### src/verilog/alarm_timing_defs.vh
`ifndef ALARM_TIMING_DEFS_VH
`define ALARM_TIMING_DEFS_VH

// register offsets
`define ADDR_SUMMARY_ALARM 12'h2C0
`define ADDR_FAULT_FLAGS 12'h2C1
`define ADDR_FAULT_SUPPRESS 12'h2C2
`define ADDR_LANE_FIFO_FAULTS 12'h2C4
`define ADDR_CORE_A_DUAL 12'h310
`define ADDR_CORE_B_DUAL 12'h313
`define ADDR_CORE_A_SINGLE_FIRST 12'h314
`define ADDR_CORE_B_SINGLE_FIRST 12'h315

// field positions in the flag and suppress registers
`define BIT_DIVIDER 0
`define BIT_OSC_PHASE 1
`define BIT_REALIGN 2
`define BIT_LINK 3
`define BIT_LOCK 4
`define BIT_FIFO 5

// reset values
`define RST_FAULT_FLAGS 8'h3F
`define RST_FAULT_SUPPRESS 8'h3F
`define RST_LANE_FIFO_FAULTS 16'hFFFF

// timing-adjust memory slots
`define SLOT_A_DUAL 2'h0
`define SLOT_B_DUAL 2'h1
`define SLOT_A_SINGLE 2'h2
`define SLOT_B_SINGLE 2'h3
`define DELAY_SLOTS 4

`endif

### src/verilog/alarm_timing_regs.v
`timescale 1ns/1ps
`include "alarm_timing_defs.vh"

module alarm_timing_regs (
    input wire clk,
    input wire rst,
    input wire [11:0] reg_addr,
    input wire [15:0] reg_wdata,
    input wire reg_wr,
    input wire reg_rd,
    output reg [15:0] reg_rdata,
    output reg reg_rvalid,
    output reg reg_ready,
    input wire [15:0] lane_fifo_fault,
    input wire [15:0] lane_active,
    input wire lock_loss_event,
    input wire link_fault_event,
    input wire realign_event,
    input wire oscillator_phase_event,
    input wire divider_mismatch_event,
    input wire [7:0] fuse_core_a_dual,
    input wire [7:0] fuse_core_b_dual,
    input wire [7:0] fuse_core_a_single_first,
    input wire [7:0] fuse_core_b_single_first,
    input wire dual_mode,
    input wire first_analog_input,
    input wire fg_cal_en,
    output reg alarm_summary,
    output wire [7:0] core_a_delay,
    output wire [7:0] core_b_delay,
    output reg core_a_delay_valid,
    output reg core_b_delay_valid
);

    localparam [1:0] ST_LOAD = 2'b01;
    localparam [1:0] ST_RUN = 2'b10;

    reg [1:0] state;
    reg [1:0] next_state;
    reg [1:0] load_slot;
    reg [7:0] fault_flag_register;
    reg [7:0] fault_suppress_register;
    reg [15:0] lane_fifo_fault_flags;
    reg rd_pend;
    reg rd_from_mem;
    reg [15:0] rd_local;
    reg [15:0] rd_hold;
    reg [1:0] a_slot;
    reg [1:0] b_slot;
    reg next_a_valid;
    reg next_b_valid;
    reg [7:0] fuse_word;
    reg mem_wr;
    reg [1:0] mem_slot;
    reg [7:0] mem_wdata;
    wire host_wr;
    wire wr_flags;
    wire wr_lanes;
    wire [5:0] event_set;
    wire [15:0] lane_set;
    wire [7:0] next_flags;
    wire [15:0] next_lanes;
    wire [7:0] mem_host_data;
    wire [2:0] addr_slot;

    // map a host address to a timing-adjust slot
    function [2:0] delay_slot;
        input [11:0] addr;
        begin
            case (addr)
                `ADDR_CORE_A_DUAL: delay_slot = {1'b1, `SLOT_A_DUAL};
                `ADDR_CORE_B_DUAL: delay_slot = {1'b1, `SLOT_B_DUAL};
                `ADDR_CORE_A_SINGLE_FIRST: delay_slot = {1'b1, `SLOT_A_SINGLE};
                `ADDR_CORE_B_SINGLE_FIRST: delay_slot = {1'b1, `SLOT_B_SINGLE};
                default: delay_slot = 3'h0;
            endcase
        end
    endfunction

    assign host_wr = reg_wr && (state == ST_RUN);
    assign wr_flags = host_wr && (reg_addr == `ADDR_FAULT_FLAGS);
    assign wr_lanes = host_wr && (reg_addr == `ADDR_LANE_FIFO_FAULTS);

    // decoded timing-adjust slot of the bus address; bit 2 marks a delay register
    assign addr_slot = delay_slot(reg_addr);

    // hardware set terms for the lane flags and the flag register
    assign lane_set = lane_fifo_fault;
    assign event_set[`BIT_FIFO] = |(lane_fifo_fault & lane_active);
    assign event_set[`BIT_LOCK] = lock_loss_event;
    assign event_set[`BIT_LINK] = link_fault_event;
    assign event_set[`BIT_REALIGN] = realign_event;
    assign event_set[`BIT_OSC_PHASE] = oscillator_phase_event;
    assign event_set[`BIT_DIVIDER] = divider_mismatch_event;

    // write-one-to-clear with set winning; reserved bits plain read/write
    assign next_flags[5:0] = wr_flags ? ((fault_flag_register[5:0] & ~reg_wdata[5:0])
        | event_set) : (fault_flag_register[5:0] | event_set);
    assign next_flags[7:6] = wr_flags ? reg_wdata[7:6] : fault_flag_register[7:6];

    // lane flags: own clear and whole-vector clear from the fifo flag
    assign next_lanes = ((wr_flags && reg_wdata[`BIT_FIFO]) ? 16'h0000
        : wr_lanes ? (lane_fifo_fault_flags & ~reg_wdata)
        : lane_fifo_fault_flags) | lane_set;

    // flag, suppress and summary registers
    always @(posedge clk)
    begin
        if (rst)
        begin
            fault_flag_register <= `RST_FAULT_FLAGS;
            fault_suppress_register <= `RST_FAULT_SUPPRESS;
            lane_fifo_fault_flags <= `RST_LANE_FIFO_FAULTS;
            alarm_summary <= 1'b0;
        end
        else
        begin
            fault_flag_register <= next_flags;
            lane_fifo_fault_flags <= next_lanes;
            if (host_wr && reg_addr == `ADDR_FAULT_SUPPRESS)
            begin
                fault_suppress_register <= reg_wdata[7:0];
            end
            alarm_summary <= |(fault_flag_register[5:0]
                & ~fault_suppress_register[5:0]);
        end
    end

    // fuse load sequencer state
    always @*
    begin
        next_state = state;
        case (state)
            ST_LOAD:
            begin
                if (load_slot == `SLOT_B_SINGLE)
                begin
                    next_state = ST_RUN;
                end
            end
            ST_RUN: next_state = ST_RUN;
            default: next_state = ST_LOAD;
        endcase
    end

    // sequencer registers; ready rises with the last fuse write
    always @(posedge clk)
    begin
        if (rst)
        begin
            state <= ST_LOAD;
            load_slot <= 2'h0;
            reg_ready <= 1'b0;
        end
        else
        begin
            state <= next_state;
            load_slot <= load_slot + 2'h1;
            reg_ready <= (next_state == ST_RUN);
        end
    end

    // pick the fuse word for the slot being loaded
    always @*
    begin
        case (load_slot)
            `SLOT_A_DUAL: fuse_word = fuse_core_a_dual;
            `SLOT_B_DUAL: fuse_word = fuse_core_b_dual;
            `SLOT_A_SINGLE: fuse_word = fuse_core_a_single_first;
            default: fuse_word = fuse_core_b_single_first;
        endcase
    end

    // memory write: fuse defaults first, then host writes
    always @*
    begin
        if (state == ST_LOAD)
        begin
            mem_wr = 1'b1;
            mem_slot = load_slot;
            mem_wdata = fuse_word;
        end
        else
        begin
            mem_wr = host_wr && addr_slot[2];
            mem_slot = addr_slot[1:0];
            mem_wdata = reg_wdata[7:0];
        end
    end

    // which register drives each core in the present mode
    always @*
    begin
        if (dual_mode)
        begin
            a_slot = `SLOT_A_DUAL;
            b_slot = `SLOT_B_DUAL;
            next_a_valid = 1'b1;
            next_b_valid = fg_cal_en;
        end
        else
        begin
            a_slot = `SLOT_A_SINGLE;
            b_slot = `SLOT_B_SINGLE;
            next_a_valid = first_analog_input && fg_cal_en;
            next_b_valid = first_analog_input && fg_cal_en;
        end
    end

    // valid flags line up with the registered memory reads
    always @(posedge clk)
    begin
        if (rst)
        begin
            core_a_delay_valid <= 1'b0;
            core_b_delay_valid <= 1'b0;
        end
        else
        begin
            core_a_delay_valid <= next_a_valid && (state == ST_RUN);
            core_b_delay_valid <= next_b_valid && (state == ST_RUN);
        end
    end

    // local read value for the first read stage
    always @*
    begin
        case (reg_addr)
            `ADDR_SUMMARY_ALARM: rd_local = {15'h0000, alarm_summary};
            `ADDR_FAULT_FLAGS: rd_local = {8'h00, fault_flag_register};
            `ADDR_FAULT_SUPPRESS: rd_local = {8'h00, fault_suppress_register};
            `ADDR_LANE_FIFO_FAULTS: rd_local = lane_fifo_fault_flags;
            default: rd_local = 16'h0000;
        endcase
    end

    // two-stage read: capture the local value and the memory word, then present
    // the one that belongs to the read; each stage keeps its own copy so that
    // back-to-back reads cannot overwrite an answer still in flight
    always @(posedge clk)
    begin
        if (rst)
        begin
            rd_pend <= 1'b0;
            rd_from_mem <= 1'b0;
            rd_hold <= 16'h0000;
            reg_rvalid <= 1'b0;
            reg_rdata <= 16'h0000;
        end
        else
        begin
            rd_pend <= reg_rd && (state == ST_RUN);
            rd_from_mem <= addr_slot[2];
            rd_hold <= rd_local;
            if (rd_pend)
            begin
                if (rd_from_mem)
                begin
                    reg_rdata <= {8'h00, mem_host_data};
                end
                else
                begin
                    reg_rdata <= rd_hold;
                end
            end
            reg_rvalid <= rd_pend;
        end
    end

    // delay words; a host write and a mode change in one cycle leave the
    // core on the old word for one cycle
    sample_delay_mem u_mem (
        .clk(clk),
        .wr_en(mem_wr),
        .wr_slot(mem_slot),
        .wr_data(mem_wdata),
        .host_slot(addr_slot[1:0]),
        .host_data(mem_host_data),
        .a_slot(a_slot),
        .a_data(core_a_delay),
        .b_slot(b_slot),
        .b_data(core_b_delay)
    );

endmodule // alarm_timing_regs

### src/verilog/sample_delay_mem.v
`timescale 1ns/1ps
`include "alarm_timing_defs.vh"

// four 8-bit timing-adjust words, one write port, three registered read ports
module sample_delay_mem (
    input wire clk,
    input wire wr_en,
    input wire [1:0] wr_slot,
    input wire [7:0] wr_data,
    input wire [1:0] host_slot,
    output reg [7:0] host_data,
    input wire [1:0] a_slot,
    output reg [7:0] a_data,
    input wire [1:0] b_slot,
    output reg [7:0] b_data
);

    reg [7:0] words [0:`DELAY_SLOTS-1];

    // write, then registered reads (old data on a same-cycle collision)
    always @(posedge clk)
    begin
        if (wr_en)
        begin
            words[wr_slot] <= wr_data;
        end
        host_data <= words[host_slot];
        a_data <= words[a_slot];
        b_data <= words[b_slot];
    end

endmodule // sample_delay_mem
### config.mk
export PLATFORM = sky130hd
export DESIGN_NAME = alarm_timing_regs
export DESIGN_NICKNAME = d
export VERILOG_FILES = /design/src/verilog/alarm_timing_regs.v /design/src/verilog/sample_delay_mem.v
export VERILOG_INCLUDE_DIRS = /design/src /design/src/verilog
export SDC_FILE = /design/constraint.sdc
export NUM_CORES = 1
export LEC_CHECK = 0
export BUFFER_PORTS_ARGS = -buffer_cell sky130_fd_sc_hd__buf_2
export CORE_MARGIN = 2
export CORE_UTILIZATION = 35
export DETAILED_ROUTE_END_ITERATION = 8
export SETUP_SLACK_MARGIN = 0.5
export SLEW_MARGIN = 20
export SYNTH_ARGS = -nofsm -noshare
export SYNTH_HDL_FRONTEND = slang
export SYNTH_SLANG_ARGS = --single-unit
export TNS_END_PERCENT = 5
### constraint.sdc
create_clock -name clk -period 6.6 [get_ports clk]
set_input_delay 0.33 -clock clk [delete_from_list [all_inputs] [get_ports clk]]
set_output_delay 0.33 -clock clk [all_outputs]
set_load 0.03 [all_outputs]
==> flow_summary.ini <==
[run_status]
status = completed

[global_route]
grt_pass1_wl_mm = 21.8
first_global_vias = 4169
grt_max_degree = 65
overflow = 0
grt_usage_pct = 17.6
grt_antenna_before_repair = 1

[pwr]
p_leak_nw = 2.73
powerDensity_nw_per_um2 = 329
ir_worst_vdd_uv = 177

[route]
drt_wl_total_mm = 14.1
drt_first_pass_iters = 5
ant_nets = 0
drc = 0
initialDrtViolationCount = 369
routedWlPerCell_microns = 17.7
viasPerCell = 5.27
vias = 4203

[yosys]
synth_nets = 580
netlist_instances = 470
ys.flop_type = dfxtp_1
synth.top_cell.area_share_pct = 37.5
synthTopCellsByArea = dfxtp_1, edfxtp_1, mux2_2
synthArstFlopShare_pct = 0
synth.top_cells.by_count = dfxtp_1, nor2_1, edfxtp_1
yosysWarnings = 0
synth.distinct_cells = 50
yosys.area.top_type = dfxtp_1
synth_edf_count = 32
syn-mean-instance-area_sq_um = 11.2
syn_area_sq_um = 5280
ys_seq_area_share_pct = 55.7
ys_seq_elements = 131
synth.most_common_cell = dfxtp_1

[clock_network]
cts_resized = 0
clk_pin_slew_ns = 0.06
cts_max_path_buffers = 2
clockRootBuffer = clkbuf_16
post-cts-setup-buffer-count = 0
postCtsHoldBufs = 0
htreeDepth = 4
cts_buffers = 17
clk_latency_ns = 0.42
cts.sinks = 131
cts_tree = built

[worst_hold_path]
hold_path.class = in -> reg
hold_path_startpoint = realign_event
hold-path-cell-count = 2
whs_endpoint = fault_flag_register[2]$_SDFF_PP1_

[critical_path]
end_kind = flop
reg2reg_from = state[1]$_SDFF_PP0_
worst-r2r-setup-slack_ns = 4.18
crit_path_start_kind = primary input
critPathRequiredTime_ns = 6.64
timing.rr.end = u_mem.words[3][0]$_DFFE_PP_
crit_path_top_delay_cell = or4b_4
worstPathCellList = buf_2, or4b_4, or3b_4, or4_4, o22ai_1
slowest_delay_ns = 0.63
rr_worst_depth = 4
path_max_fanout = 12
worstPathArrival_ns = 2.73
path_class = in -> reg

[cells_and_area]
synthToLayoutAreaGrowth_pct = 27.3
finalInstanceArea_sq_um = 6720
multi_input_area_sq_um = 2170
nets = 710
regArea_sq_um = 2940
fillers = 1407
drive_gt1_share_pct = 34.2

[floorplan]
core_area_sq_um = 14600
initial_utilization_pct = 36.1
dieArea_sq_um = 16100
core.rowCount = 44
fp.dieW_microns = 127
die_h_microns = 127
pin_count = 141

[sta]
post-route-period-util_pct = 40.7
tns_ns = 0
slew_headroom_pct = 32.7
fmaxAchievable_mhz = 372
tightest_slew_ns = 1.00
hold_viol_final = 0
drv_slew = 0
finalSetupViolCount = 0
fin_crit_ns = 2.69
rsz0062_at_grt = no
finClkSkew_ns = 0.00635

[placement]
postPlaceCellArea_sq_um = 6100
detailed_place_hpwl_mm = 10.4
io_buffers = 140
gp_congestion = 0.859

[job]
maxCapViolations = 0
[layer usage]
layer / track usage [%] / share of wire [%] / vias to the layer above / wire [microns]
li1: - / - / 2032 / -
met1: 23.1 / 45 / 1991 / 6390
met2: 28.1 / 47 / 161 / 6570
met3: 4.18 / 6.2 / 19 / 867
met4: 7.11 / 1.9 / 0 / 268
met5: 0 / 0 / - / 0
[cells in the final DEF (no fill, tap or decap), drive strengths merged, types with 2 or more instances in the layout]
| cell type | instances |
|---|---|
| a221oi | 2 |
| nand3 | 4 |
| or3 | 2 |
| ha | 6 |
| xnor2 | 2 |
| and3 | 8 |
| clkinv | 4 |
| a22oi | 13 |
| nor3 | 12 |
| a211o | 5 |
| mux2i | 13 |
| a211oi | 8 |
| buf | 143 |
| nand2 | 30 |
| a222oi | 16 |
| nand2b | 5 |
| nor2 | 43 |
| nor2b | 13 |
| nand3b | 3 |
| edfxtp | 32 |
| bufinv | 3 |
| o22ai | 4 |
| dfxtp | 99 |
| clkbuf | 20 |
| a21o | 2 |
| o2bb2ai | 8 |
| a22o | 9 |
| nand4 | 2 |
| a311o | 15 |
| mux2 | 24 |
| o21ai | 10 |
| a21oi | 17 |
| nor4b | 7 |
| inv | 14 |
[cell families after synthesis]
kind of cell | share of synthesized area (%)
muxes | 7.58
buffers and inverters | 3.36
DFF | 55.7
adders and majority gates | 1.61
AOI/OAI and AO/OA | 16.8
and+or+nand+nor | 14.5
xor gates and xnor gates | 0.497
[metrics by stage]
stage / instances / hold WS [ns] / setup WS, ns / total power [mW] / utilization, %
6_report: 797 / 0.0917 / 3.91 / 2.21 / 45.9
5_1_grt: 797 / 0.0805 / 3.83 / 2.30 / 45.9
4_1_cts: 796 / 0.0717 / 3.95 / 2.24 / 45.9
3_5_place_dp: 765 / 0.448 / 3.50 / 1.27 / 41.7
3_3_place_gp: 765 / 0.435 / 3.52 / 1.26 / 41.7
2_1_floorplan: 470 / 0.424 / 3.85 / 1.15 / -
[sequential cells by signal, summed over array words and instances, names as in the netlist]
name / flops
alarm_summary: 1
core_a_delay_valid: 1
core_b_delay_valid: 1
fault_flag_register: 8
fault_suppress_register: 8
lane_fifo_fault_flags: 16
load_slot: 2
rd_from_mem: 1
rd_hold: 16
rd_pend: 1
reg_rdata: 16
reg_ready: 1
reg_rvalid: 1
state: 2
u_mem.a_data: 8
u_mem.b_data: 8
u_mem.host_data: 8
u_mem.words: 32
[area by class of cell]
cell class	instances	area share, %
clock inverters	11	2.23
diodes	1	0.0372
clock buffers	20	6.94
inverters	11	0.614
flip-flops and latches	131	43.8
repair buffers	143	10.8
well taps	184	3.42
multi-input cells	296	32.2
[worst max-delay path: cells and delay by family]
family	cells	cell delay, ns
AOI/OAI and AO/OA	1	0.63
and+or+nand+nor	3	1.67
buffers and inverters	1	0.10
[where the power goes]
part / internal, mW / switching [mW]
sequential: 0.923 / 0.0318
clock: 0.624 / 0.339
combinational: 0.118 / 0.179
[worst max-delay path by stage]
stage | from | end | slack [ns] | cells past startpoint
after global routing | reg_addr[11] | u_mem.words[2][5]$_DFFE_PP_ | 3.83 | 5
after floorplan | reg_addr[11] | u_mem.words[2][0]$_DFFE_PP_ | 3.85 | 5
final | reg_addr[11] | u_mem.words[3][0]$_DFFE_PP_ | 3.91 | 5
after CTS | reg_addr[11] | u_mem.words[2][5]$_DFFE_PP_ | 3.95 | 5
after detailed placement | reg_addr[11] | u_mem.words[2][0]$_DFFE_PP_ | 3.50 | 5
after global placement | reg_addr[11] | u_mem.words[2][0]$_DFFE_PP_ | 3.52 | 5
Power figures use the tool's default switching activity.
